<file path="config.mk">
export PLATFORM = sky130hd
export DESIGN_NAME = video_overlay_format_geometry
export DESIGN_NICKNAME = d
export VERILOG_FILES = /design/src/overlay_fmt_pkg.sv /design/src/video_overlay_format_geometry.sv
export SDC_FILE = /design/constraint.sdc
export NUM_CORES = 2
export LEC_CHECK = 0
export BUFFER_PORTS_ARGS = -buffer_cell sky130_fd_sc_hd__buf_2
export CAP_MARGIN = 20
export CORE_MARGIN = 5
export CORE_UTILIZATION = 40
export DETAILED_ROUTE_END_ITERATION = 12
export HOLD_SLACK_MARGIN = 0.08
export PLACE_DENSITY = 0.67
export SYNTH_ARGS = -nofsm -noshare
export SYNTH_HDL_FRONTEND = slang
export SYNTH_SLANG_ARGS = --single-unit
</file>
<file path="constraint.sdc">
create_clock -name aclk -period 17.36 [get_ports aclk]
set_clock_uncertainty 0.15 [all_clocks]
set_input_delay 0 -clock aclk [delete_from_list [all_inputs] [get_ports aclk]]
set_output_delay 0 -clock aclk [all_outputs]
set_load 0.1 [all_outputs]
</file>
<file path="src/overlay_fmt_pkg.sv">
// Constants and carrier types for the overlay format and geometry block.
// Assumes a 32-bit AXI4-Lite register bus and a single 100 MHz clock.
package overlay_fmt_pkg;

    localparam int ADDR_W = 32;
    localparam int DATA_W = 32;

    // Register byte addresses
    localparam logic [31:0] OFS_PIXEL_FORMAT = 32'hF80382D0;
    localparam logic [31:0] OFS_WINDOW_POS = 32'hF80382D4;
    localparam logic [31:0] OFS_WINDOW_SIZE = 32'hF80382D8;
    localparam logic [31:0] OFS_IMAGE_SIZE = 32'hF80382DC;
    localparam logic [31:0] OFS_ROW_STRIDE = 32'hF80382E0;
    localparam logic [31:0] OFS_PIXEL_STRIDE = 32'hF80382E4;
    localparam logic [31:0] OFS_CHROMA_STRIDE = 32'hF80382E8;
    localparam logic [31:0] OFS_STATUS = 32'hF8038400;

    // Writable bits; reserved bits read as zero
    localparam logic [31:0] MASK_PIXEL_FORMAT = 32'h0003F3F3;
    localparam logic [31:0] MASK_COORD_PAIR = 32'h07FF07FF;
    localparam logic [31:0] RESET_VALUE = 32'h00000000;

    // Pixel format and coordinate pair field positions
    localparam int POS_LUT_SEL = 0;
    localparam int POS_YUV_SEL = 1;
    localparam int POS_RGB_FMT = 4;
    localparam int POS_IDX_DEPTH = 8;
    localparam int POS_YUV_FMT = 12;
    localparam int POS_ROT = 16;
    localparam int POS_SWAP = 17;
    localparam int POS_X = 0;
    localparam int POS_Y = 16;
    localparam int COORD_W = 11;

    // Direct colour codes
    localparam logic [3:0] RGB_444_12 = 4'h0;
    localparam logic [3:0] RGB_666_18 = 4'h5;
    localparam logic [3:0] RGB_1666_19 = 4'h7;
    localparam logic [3:0] RGB_888_24 = 4'h9;
    localparam logic [3:0] RGB_1888_25 = 4'hB;
    localparam logic [3:0] RGB_LAST = 4'hD;

    // Luma and chroma codes
    localparam logic [3:0] YUV_AYCBCR_444 = 4'h0;
    localparam logic [3:0] YUV_PACKED_LAST = 4'h4;
    localparam logic [3:0] YUV_422_SEMI = 4'h5;
    localparam logic [3:0] YUV_422_PLANAR = 4'h6;
    localparam logic [3:0] YUV_420_SEMI = 4'h7;
    localparam logic [3:0] YUV_420_PLANAR = 4'h8;

    localparam logic [1:0] RESP_OKAY = 2'h0;
    localparam logic [1:0] RESP_SLVERR = 2'h2;

    typedef enum logic [1:0] {
        PLANES_ONE = 2'h0,
        PLANES_SEMI = 2'h1,
        PLANES_THREE = 2'h2
    } plane_mode_t;

    typedef enum logic [1:0] {
        FETCH_IDLE = 2'b00,
        FETCH_RUN = 2'b01,
        FETCH_DONE = 2'b11
    } fetch_state_t;

    typedef struct packed {
        logic is_index;
        logic is_yuv;
        logic [5:0] bits_per_pixel;
        logic packed_layout;
        logic has_alpha;
        plane_mode_t planes;
        logic chroma_half_rows;
        logic rotate_upsample;
        logic luma_swap;
        logic bad_code;
    } pixel_kind_t;

    typedef struct packed {
        logic [COORD_W-1:0] x_start;
        logic [COORD_W-1:0] y_start;
        logic [COORD_W:0] width;
        logic [COORD_W:0] height;
        logic [COORD_W:0] image_width;
        logic [COORD_W:0] image_height;
    } geometry_t;

    typedef struct packed {
        logic [31:0] luma_addr;
        logic [31:0] chroma_addr;
        logic [COORD_W:0] column;
        logic [COORD_W:0] row;
    } fetch_pos_t;

endpackage

</file>
<file path="src/video_overlay_format_geometry.sv">
// Overlay layer format decode, window geometry and fetch address walk.
// Assumes frame_start, pixel_step and beam counters come from aclk logic.
`timescale 1ns/100ps

module video_overlay_format_geometry (
    input wire logic aclk,
    input wire logic aresetn,
    input wire logic [overlay_fmt_pkg::ADDR_W-1:0] s_axi_awaddr,
    input wire logic [2:0] s_axi_awprot,
    input wire logic s_axi_awvalid,
    output logic s_axi_awready,
    input wire logic [overlay_fmt_pkg::DATA_W-1:0] s_axi_wdata,
    input wire logic [3:0] s_axi_wstrb,
    input wire logic s_axi_wvalid,
    output logic s_axi_wready,
    output logic [1:0] s_axi_bresp,
    output logic s_axi_bvalid,
    input wire logic s_axi_bready,
    input wire logic [overlay_fmt_pkg::ADDR_W-1:0] s_axi_araddr,
    input wire logic [2:0] s_axi_arprot,
    input wire logic s_axi_arvalid,
    output logic s_axi_arready,
    output logic [overlay_fmt_pkg::DATA_W-1:0] s_axi_rdata,
    output logic [1:0] s_axi_rresp,
    output logic s_axi_rvalid,
    input wire logic s_axi_rready,
    input wire logic frame_start,
    input wire logic [31:0] luma_base,
    input wire logic [31:0] chroma_base,
    input wire logic pixel_step,
    input wire logic [overlay_fmt_pkg::COORD_W-1:0] beam_x,
    input wire logic [overlay_fmt_pkg::COORD_W-1:0] beam_y,
    input wire logic [31:0] fetched_word,
    input wire logic fetched_valid,
    output overlay_fmt_pkg::pixel_kind_t pixel_kind,
    output overlay_fmt_pkg::geometry_t geometry,
    output overlay_fmt_pkg::fetch_pos_t fetch_pos,
    output logic fetch_busy,
    output logic frame_fetched,
    output logic in_window,
    output logic [31:0] pixel_word,
    output logic pixel_valid
);
    import overlay_fmt_pkg::*;

    // Software copies and the shadow set the layer really uses
    logic [31:0] cfg_r [0:6];
    logic [31:0] act_r [0:6];
    logic aw_held_r, w_held_r;
    logic [31:0] aw_addr_r, w_data_r;
    logic [3:0] w_strb_r;
    logic bvalid_r, rvalid_r;
    logic [1:0] bresp_r, rresp_r;
    logic [31:0] rdata_r;
    fetch_state_t state_r;
    fetch_pos_t pos_r;
    logic [31:0] luma_row_r, chroma_row_r;
    logic done_r;
    logic [31:0] word_r;
    logic word_valid_r;
    pixel_kind_t kind;
    geometry_t geo;

    // Register index of an address, 7 when unmapped
    function automatic logic [2:0] reg_index(input logic [31:0] a);
        if (a == OFS_PIXEL_FORMAT) begin
            return 3'd0;
        end else if (a == OFS_WINDOW_POS) begin
            return 3'd1;
        end else if (a == OFS_WINDOW_SIZE) begin
            return 3'd2;
        end else if (a == OFS_IMAGE_SIZE) begin
            return 3'd3;
        end else if (a == OFS_ROW_STRIDE) begin
            return 3'd4;
        end else if (a == OFS_PIXEL_STRIDE) begin
            return 3'd5;
        end else if (a == OFS_CHROMA_STRIDE) begin
            return 3'd6;
        end else begin
            return 3'd7;
        end
    endfunction

    function automatic logic [31:0] reg_mask(input logic [2:0] idx);
        if (idx == 3'd0) begin
            return MASK_PIXEL_FORMAT;
        end else if (idx < 3'd4) begin
            return MASK_COORD_PAIR;
        end else begin
            return 32'hFFFFFFFF;
        end
    endfunction

    // Write channel: address and data taken in either order
    assign s_axi_awready = !aw_held_r && !bvalid_r;
    assign s_axi_wready = !w_held_r && !bvalid_r;

    always_ff @(posedge aclk) begin
        if (!aresetn) begin
            aw_held_r <= 1'b0;
            w_held_r <= 1'b0;
            aw_addr_r <= RESET_VALUE;
            w_data_r <= RESET_VALUE;
            w_strb_r <= 4'h0;
        end else if (aw_held_r && w_held_r) begin
            aw_held_r <= 1'b0;
            w_held_r <= 1'b0;
        end else begin
            if (s_axi_awvalid && s_axi_awready) begin
                aw_held_r <= 1'b1;
                aw_addr_r <= s_axi_awaddr;
            end
            if (s_axi_wvalid && s_axi_wready) begin
                w_held_r <= 1'b1;
                w_data_r <= s_axi_wdata;
                w_strb_r <= s_axi_wstrb;
            end
        end
    end

    always_ff @(posedge aclk) begin
        if (!aresetn) begin
            bvalid_r <= 1'b0;
            bresp_r <= RESP_OKAY;
        end else if (aw_held_r && w_held_r) begin
            bvalid_r <= 1'b1;
            bresp_r <= (reg_index(aw_addr_r) == 3'd7 && aw_addr_r != OFS_STATUS) ?
                RESP_SLVERR : RESP_OKAY;
        end else if (s_axi_bready) begin
            bvalid_r <= 1'b0;
        end
    end

    // Byte-lane writes into the software copies
    generate
        for (genvar g = 0; g < 7; g++) begin : g_cfg
            logic [31:0] wmask;
            assign wmask = reg_mask(3'(g));
            always_ff @(posedge aclk) begin
                if (!aresetn) begin
                    cfg_r[g] <= RESET_VALUE;
                end else if (aw_held_r && w_held_r && reg_index(aw_addr_r) == 3'(g)) begin
                    for (int b = 0; b < 4; b++) begin
                        if (w_strb_r[b]) begin
                            cfg_r[g][8*b +: 8] <= w_data_r[8*b +: 8] & wmask[8*b +: 8];
                        end
                    end
                end
            end
            // Shadow copy so a frame never mixes settings
            always_ff @(posedge aclk) begin
                if (!aresetn) begin
                    act_r[g] <= RESET_VALUE;
                end else if (frame_start) begin
                    act_r[g] <= cfg_r[g];
                end
            end
        end
    endgenerate

    // Read channel, one cycle after the address is taken
    assign s_axi_arready = !rvalid_r;

    always_ff @(posedge aclk) begin
        if (!aresetn) begin
            rvalid_r <= 1'b0;
            rdata_r <= RESET_VALUE;
            rresp_r <= RESP_OKAY;
        end else if (s_axi_arvalid && s_axi_arready) begin
            rvalid_r <= 1'b1;
            rresp_r <= RESP_OKAY;
            if (s_axi_araddr == OFS_STATUS) begin
                rdata_r <= {done_r, fetch_busy, pixel_kind.bad_code, 5'h00,
                    pos_r.row, 4'h0, pos_r.column[7:0]};
            end else if (reg_index(s_axi_araddr) != 3'd7) begin
                rdata_r <= cfg_r[reg_index(s_axi_araddr)];
            end else begin
                rdata_r <= RESET_VALUE;
                rresp_r <= RESP_SLVERR;
            end
        end else if (s_axi_rready) begin
            rvalid_r <= 1'b0;
        end
    end

    assign s_axi_bvalid = bvalid_r;
    assign s_axi_bresp = bresp_r;
    assign s_axi_rvalid = rvalid_r;
    assign s_axi_rdata = rdata_r;
    assign s_axi_rresp = rresp_r;

    // Format decode from the active set
    always_comb begin
        logic [3:0] rgb;
        logic [3:0] yuv;
        logic [1:0] depth;
        rgb = act_r[0][POS_RGB_FMT +: 4];
        yuv = act_r[0][POS_YUV_FMT +: 4];
        depth = act_r[0][POS_IDX_DEPTH +: 2];
        kind = '0;
        kind.is_index = act_r[0][POS_LUT_SEL];
        kind.is_yuv = act_r[0][POS_YUV_SEL];
        kind.rotate_upsample = kind.is_yuv && act_r[0][POS_ROT];
        kind.planes = PLANES_ONE;
        if (kind.is_yuv) begin
            kind.bits_per_pixel = 6'd16;
            if (yuv == YUV_AYCBCR_444) begin
                kind.bits_per_pixel = 6'd32;
                kind.has_alpha = 1'b1;
            end else if (yuv <= YUV_PACKED_LAST) begin
                kind.luma_swap = act_r[0][POS_SWAP];
            end else if (yuv <= YUV_420_PLANAR) begin
                // Chroma comes from its own plane
                kind.planes = (yuv == YUV_422_SEMI || yuv == YUV_420_SEMI) ?
                    PLANES_SEMI : PLANES_THREE;
                kind.chroma_half_rows = (yuv >= YUV_420_SEMI);
                kind.bits_per_pixel = kind.chroma_half_rows ? 6'd12 : 6'd16;
            end else begin
                kind.bad_code = 1'b1;
            end
        end else if (kind.is_index) begin
            kind.bits_per_pixel = 6'(6'd1 << depth);
        end else begin
            // Codes in listed order
            kind.packed_layout = (rgb == 4'h6 || rgb == 4'h8 || rgb == 4'hA);
            kind.has_alpha = (rgb == 4'h1 || rgb == 4'h2 || rgb == 4'h4 ||
                rgb == 4'h7 || rgb == 4'h8 || rgb >= RGB_1888_25);
            if (rgb == RGB_444_12) begin
                kind.bits_per_pixel = 6'd12;
            end else if (rgb < RGB_666_18) begin
                kind.bits_per_pixel = 6'd16;
            end else if (rgb < RGB_1666_19) begin
                kind.bits_per_pixel = 6'd18;
            end else if (rgb < RGB_888_24) begin
                kind.bits_per_pixel = 6'd19;
            end else if (rgb < RGB_1888_25) begin
                kind.bits_per_pixel = 6'd24;
            end else if (rgb == RGB_1888_25) begin
                kind.bits_per_pixel = 6'd25;
            end else if (rgb <= RGB_LAST) begin
                kind.bits_per_pixel = 6'd32;
            end else begin
                kind.bad_code = 1'b1;
            end
        end
    end

    // Geometry from the active set
    always_comb begin
        geo.x_start = act_r[1][POS_X +: COORD_W];
        geo.y_start = act_r[1][POS_Y +: COORD_W];
        geo.width = {1'b0, act_r[2][POS_X +: COORD_W]} + 12'd1;
        geo.height = {1'b0, act_r[2][POS_Y +: COORD_W]} + 12'd1;
        geo.image_width = {1'b0, act_r[3][POS_X +: COORD_W]} + 12'd1;
        geo.image_height = {1'b0, act_r[3][POS_Y +: COORD_W]} + 12'd1;
    end

    assign pixel_kind = kind;
    assign geometry = geo;

    // Window hit test; overflow past the line is software's job
    always_ff @(posedge aclk) begin
        if (!aresetn) begin
            in_window <= 1'b0;
        end else begin
            in_window <= ({1'b0, beam_x} >= {1'b0, geo.x_start}) &&
                ({1'b0, beam_x} < {1'b0, geo.x_start} + geo.width) &&
                ({1'b0, beam_y} >= {1'b0, geo.y_start}) &&
                ({1'b0, beam_y} < {1'b0, geo.y_start} + geo.height);
        end
    end

    // Fetch walk over the source image
    always_ff @(posedge aclk) begin
        if (!aresetn) begin
            state_r <= FETCH_IDLE;
            pos_r <= '0;
            luma_row_r <= RESET_VALUE;
            chroma_row_r <= RESET_VALUE;
            done_r <= 1'b0;
        end else if (frame_start) begin
            // Bases taken with the new settings on the same edge
            state_r <= FETCH_RUN;
            pos_r.luma_addr <= luma_base;
            pos_r.chroma_addr <= chroma_base;
            pos_r.column <= '0;
            pos_r.row <= '0;
            luma_row_r <= luma_base;
            chroma_row_r <= chroma_base;
            done_r <= 1'b0;
        end else begin
            case (state_r)
                FETCH_RUN: begin
                    if (pixel_step) begin
                        if (pos_r.column + 12'd1 < geo.image_width) begin
                            pos_r.column <= pos_r.column + 12'd1;
                            // Signed offsets wrap in 32 bits
                            pos_r.luma_addr <= pos_r.luma_addr + act_r[5];
                        end else if (pos_r.row + 12'd1 < geo.image_height) begin
                            pos_r.column <= '0;
                            pos_r.row <= pos_r.row + 12'd1;
                            // Next row from the row start
                            pos_r.luma_addr <= luma_row_r + act_r[4];
                            luma_row_r <= luma_row_r + act_r[4];
                            // 420 chroma rows advance every second luma row
                            if (!kind.chroma_half_rows || pos_r.row[0]) begin
                                pos_r.chroma_addr <= chroma_row_r + act_r[6];
                                chroma_row_r <= chroma_row_r + act_r[6];
                            end
                        end else begin
                            state_r <= FETCH_DONE;
                            done_r <= 1'b1;
                        end
                    end
                end
                FETCH_DONE: begin
                    done_r <= 1'b0;
                    state_r <= FETCH_IDLE;
                end
                default: begin
                    state_r <= FETCH_IDLE;
                end
            endcase
        end
    end

    assign fetch_pos = pos_r;
    assign fetch_busy = (state_r == FETCH_RUN);
    assign frame_fetched = done_r;

    // Packed 422 luma swap; lanes follow the order code
    always_ff @(posedge aclk) begin
        if (!aresetn) begin
            word_r <= RESET_VALUE;
            word_valid_r <= 1'b0;
        end else begin
            word_valid_r <= fetched_valid;
            if (fetched_valid) begin
                word_r <= fetched_word;
                if (kind.luma_swap) begin
                    if (act_r[0][POS_YUV_FMT] == 1'b1) begin
                        word_r <= {fetched_word[31:24], fetched_word[7:0],
                            fetched_word[15:8], fetched_word[23:16]};
                    end else begin
                        word_r <= {fetched_word[15:8], fetched_word[23:16],
                            fetched_word[31:24], fetched_word[7:0]};
                    end
                end
            end
        end
    end

    assign pixel_word = word_r;
    assign pixel_valid = word_valid_r;

endmodule
</file>
== After elaboration in Yosys (flattened, before gate mapping) ==
Memory sizes are Yosys's and may differ from the RTL's.
Index checks and enable logic that the tools add are counted.
Word-level totals
  flip-flop bits (word level): 297
  bits in latches: 0
  RAM bits: 448
  bits in read-only memories: 0
  memories kept: 2
Memories
  act_r: depth 7, width 32, read ports 7, clocked after Yosys merged registers in 0, write ports 7, RTL line video_overlay_format_geometry.sv:48  | logic [31:0] act_r [0:6];
  cfg_r: depth 7, width 32, read ports 8, clocked after Yosys merged registers in 0, write ports 7, RTL line video_overlay_format_geometry.sv:47  | logic [31:0] cfg_r [0:6];
Operators by class
  add/subtract/negate cells: 11
  multiply operators: 0
  div/mod/pow operators: 0
  $lt $le $gt $ge: 15
  equal/unequal tests: 43
  shift-type cells: 1
  multiplexer cells: 226
  bitwise operators: 40
  reduce and logical (&&, ||, !) cells: 57
Operators by type and width (number)
  $mux W32: 24
  $eq A32 B32 Y1 const B: 15
  $mux W88: 4
  $mux W8: 28
  $mux W1: 122
  $add A32 B32 Y32: 3
  $mux W3: 22
  $mux W6: 10
  $add A11 B1 Y12 const B: 4
  $or A1 B1 Y1: 35
  $ne A32 B32 Y1 const B: 1
  $add A11 B12 Y12: 2
  $add A12 B1 Y12 const B: 2
  $lt A11 B12 Y1: 2
  $lt A12 B12 Y1: 2
  $mux W12: 2
  $ge A11 B11 Y1: 2
  $eq A4 B3 Y1 const B: 5
  $mux W2: 10
  $logic_and A1 B1 Y1: 18
  $reduce_bool A2 Y1: 8
  $mux W5: 3
  $eq A3 B3 Y1 const B: 4
  $eq A4 B4 Y1 const B: 3
  other kinds (28): 62

== Longest topological paths before layout ==
An unclocked memory read counts as a cell.
  depth in word-level cells: 19
  depth in mapped cells: 20
  depth with buffers taken out: 18

== Worst setup path before layout ==
Ideal clock, no wire load.
  path type: input -> register
  start: input port aresetn
  end: memory act_r[0][0], enable pin
  arrival time: 5.483 ns
  required time: 16.602 ns
  slack: 11.119 ns
  stages: 5
  path buffers: 2
  cells stage by stage: inv_1 -> nor2_1 -> inv_1 -> clkbuf_1 -> buf_1
RTL lines
  start, declared: RTL line video_overlay_format_geometry.sv:7  | input wire logic aresetn,
  end, declared: RTL line video_overlay_format_geometry.sv:48

==> impl_metrics.json <==
{
  "cts.sinks": 647,
  "post-cts-setup-buffers": 0,
  "vdd_ir_drop_max_uv": 64.6,
  "grt_max_degree": 144,
  "crit_chain": "ha_1 > fa_1 > a21o_1 > a21oi_1 > nor2b_1 > o21ai_0 > nand2b_1 > a21o_1 > a21o_1 > a21o_1 > a21oi_1 > xor2_1 > ha_1 > a21oi_1 > dlygate4sd3_1 > o21ai_0 > dlygate4sd3_1 > a2111oi_0 > dlygate4sd3_1",
  "wl_mm": 123,
  "cts-root-buf": "clkbuf_16",
  "num_vias": 30900,
  "critical_path.slowest_cell": "dlygate4sd3_1",
  "setup_viol": 0,
  "final_cell_count_no_fill": 5598,
  "cts_buffers": 75,
  "rows": 107,
  "finalCritPeriodShare": 0.323,
  "power.internal_w": 0.00290,
  "track_usage": 0.253,
  "synth_warnings": 0,
  "detail_route.wl_per_cell_um": 21.9,
  "power_density_mw_per_mm2": 93.8,
  "ioPinCount": 485,
  "fin_nets": 4809,
  "route.detailed.drc": 0,
  "reg2reg_depth": 19,
  "die_h_um": 304,
  "die_area_mm2": 0.0924,
  "status": "finished, final reports clean",
  "fill_cells": 7716,
  "tightest_slew_ps": 1110,
  "power_leakage_nw": 19.7,
  "first_iter_violations": 2884,
  "syn_area_mm2": 0.0346,
  "area_growth_pct": 29.0,
  "yosysUniqueCellTypes": 84,
  "ys_seq_area_frac": 0.477,
  "hold_path_depth": 4,
  "power.clock.fraction": 0.388,
  "crit_required_ps": 17770,
  "hp-start": "chroma_base[20]",
  "drv_cap": 0,
  "netlist_instances": 3583,
  "multiInputGateArea_mm2": 0.0168,
  "reg2reg_to": "in_window",
  "rsz0062_at_grt": "no",
  "floorplan.initialDensity": 0.405,
  "start_kind": "register",
  "final_cell_mix": "buf_2 (482), nand2_1 (448), dlygate4sd3_1 (414)",
  "dieWidth_um": 304,
  "critical_path.most_common_cell": "a21o_1",
  "slew_violations": 0,
  "fin_crit_ps": 5600,
  "ys_ff_latch": 647,
  "path_clk_slew_ps": 60,
  "endpoint_kind": "register",
  "ant_nets": 0,
  "core_area_mm2": 0.0854,
  "combPwrFrac": 0.189,
  "slew_headroom": 0.259,
  "grt_pass1_wl_mm": 182,
  "timing.fmax_mhz": 179,
  "r2r_start": "act_r[0][64]",
  "gp_congestion": 0.924,
  "drive_above_1_share": 0.157,
  "switching_share": 0.307,
  "hold_viol": 0,
  "fin_hold_ws_ps": 117,
  "io_buffers": 476,
  "criticalPathCategory": "register to register",
  "cts_max_path_buffers": 3,
  "final_common_cell": "buf_2",
  "min_to": "fetch_pos[44]",
  "antenna_found_initial": 5,
  "vias_per_cell": 5.52,
  "cp_max_fo": 4,
  "post-place-cells": 5020,
  "clk_latency_ps": 620,
  "firstDrtPassIters": 5,
  "synth_ff_type": "edfxtp_1",
  "synth_async_sr_flop_share": 0,
  "cts_max_level": 3,
  "finalSetupTns_ps": 0,
  "cts_tree": "done",
  "hold_path_class": "input port to register",
  "postSynthAreaPerCell_um2": 9.64,
  "switching_power_w": 0.00128,
  "post_cts_resized": 0,
  "seq_area_mm2": 0.0165,
  "rrSetupSlack_ps": 11760,
  "seqPwrFrac": 0.423,
  "grt-ovfl-total": 0,
  "synth_edf_count": 352,
  "grt_pass1_vias": 30100,
  "critPathMaxStageDelay_ps": 590,
  "worstPathArrival_ps": 6010,
  "hpwl_mm": 86.6
}
## critical path, delay by kind of cell (launching register included)
| family | cells | cell delay, ps |
|---|---|---|
| AOI/OAI and AO/OA | 10 | 1810 |
| xor gates and xnor gates | 1 | 170 |
| adders and majority gates | 3 | 1080 |
| buffers and inverters | 3 | 1710 |
| DFF | 1 | 440 |
| and+or+nand+nor | 2 | 180 |
## layer usage
layer,vias to the layer above,track usage,routed length (um)
met5,-,0,0
met4,0,0.118,6470
met3,283,0.0522,10300
met2,1323,0.415,57000
met1,14700,0.321,48800
li1,14600,-,-
## worst max-delay path by stage
stage,endpoint,startpoint,slack (ps)
finish,in_window,act_r[0][64],11760
global placement,fetch_pos[83],fetch_pos[12],12550
floorplan,act_r[0][0],aresetn,11120
global route,in_window,act_r[0][64],11330
detailed placement,fetch_pos[83],fetch_pos[12],12540
CTS,in_window,act_r[0][64],11740
## layout make-up
cell class / count / share of cell area
multi-input combinational: 2627 / 0.378
antenna: 9 / 0.000505
inverter: 91 / 0.00789
tap: 1144 / 0.0321
timing repair buffer: 941 / 0.155
sequential: 647 / 0.370
clock inverter: 34 / 0.00797
clock buffer: 105 / 0.0486
## registers in the layout, indices dropped and copies added, names as in the netlist, 32 cells and up
name	flops
aw_addr_r	32
chroma_row_r	32
w_data_r	32
luma_row_r	32
s_axi_rdata	32
act_r	176
cfg_r	176
fetch_pos	88
pixel_word	32
## cells by family (layout without fill, tap and decap cells)
group	count (synthesis)	after routing	synth area share
buffers and inverters	310	1171	0.0372
xor gates and xnor gates	164	164	0.0416
muxes	87	87	0.0291
AOI/OAI and AO/OA	906	906	0.162
adders and majority gates	192	192	0.0706
other	1	11	0.000109
DFF	647	647	0.477
and+or+nand+nor	1276	1276	0.182
## power groups by stage
stage / Combinational [W] / Sequential (W) / Clock [W]
4_1_cts: 0.000779 / 0.00177 / 0.00165
2_1_floorplan: 0.000403 / 0.00191 / 0
6_report: 0.000792 / 0.00177 / 0.00162
3_3_place_gp: 0.000692 / 0.00180 / 0
3_5_place_dp: 0.000699 / 0.00180 / 0
5_1_grt: 0.000847 / 0.00178 / 0.00171
## through the flow
stage	total power, W	setup WS (ps)	utilization	area, um2
2_1_floorplan	0.00231	11120	-	34600
3_5_place_dp	0.00250	12540	0.442	37800
6_report	0.00418	11760	0.522	44600
4_1_cts	0.00420	11740	0.520	44400
5_1_grt	0.00433	11330	0.522	44600
3_3_place_gp	0.00249	12550	0.442	37800
## Yosys cell counts (all sizes together), types with 8 or more instances
library cell  count  share of area
nand2           449          0.049
edfxtp          352           0.31
a21oi           331          0.048
dfxtp           295           0.17
and3            210          0.038
nor2            209          0.023
o21ai           198          0.029
ha              187          0.068
and2            176          0.032
clkbuf          171          0.019
xnor2            95          0.024
inv              91         0.0099
nand3            81          0.012
mux2i            70          0.020
xor2             69          0.017
a21o             67          0.015
a22oi            62          0.013
a211oi           56          0.012
buf              48         0.0088
o211ai           30         0.0065
nand2b           25         0.0045
nor3             24         0.0035
a31oi            23         0.0042
nor2b            22         0.0040
nand4            18         0.0033
a221oi           13         0.0037
o21bai           13         0.0028
a221o            11         0.0032
mux4             10         0.0065
nor4             10         0.0020
o21a             10         0.0022
o22ai             9         0.0016
or3               9         0.0016
a211o             8         0.0020
a31o              8         0.0020
and4              8         0.0020
or2               8         0.0014
## what timing repair did
action,4_1_cts,5_1_grt
endpoints found under the hold margin,400,26
hold buffers,413,1
endpoints found under the setup margin,0,0
Note: power is estimated with default switching activity, not from simulation.
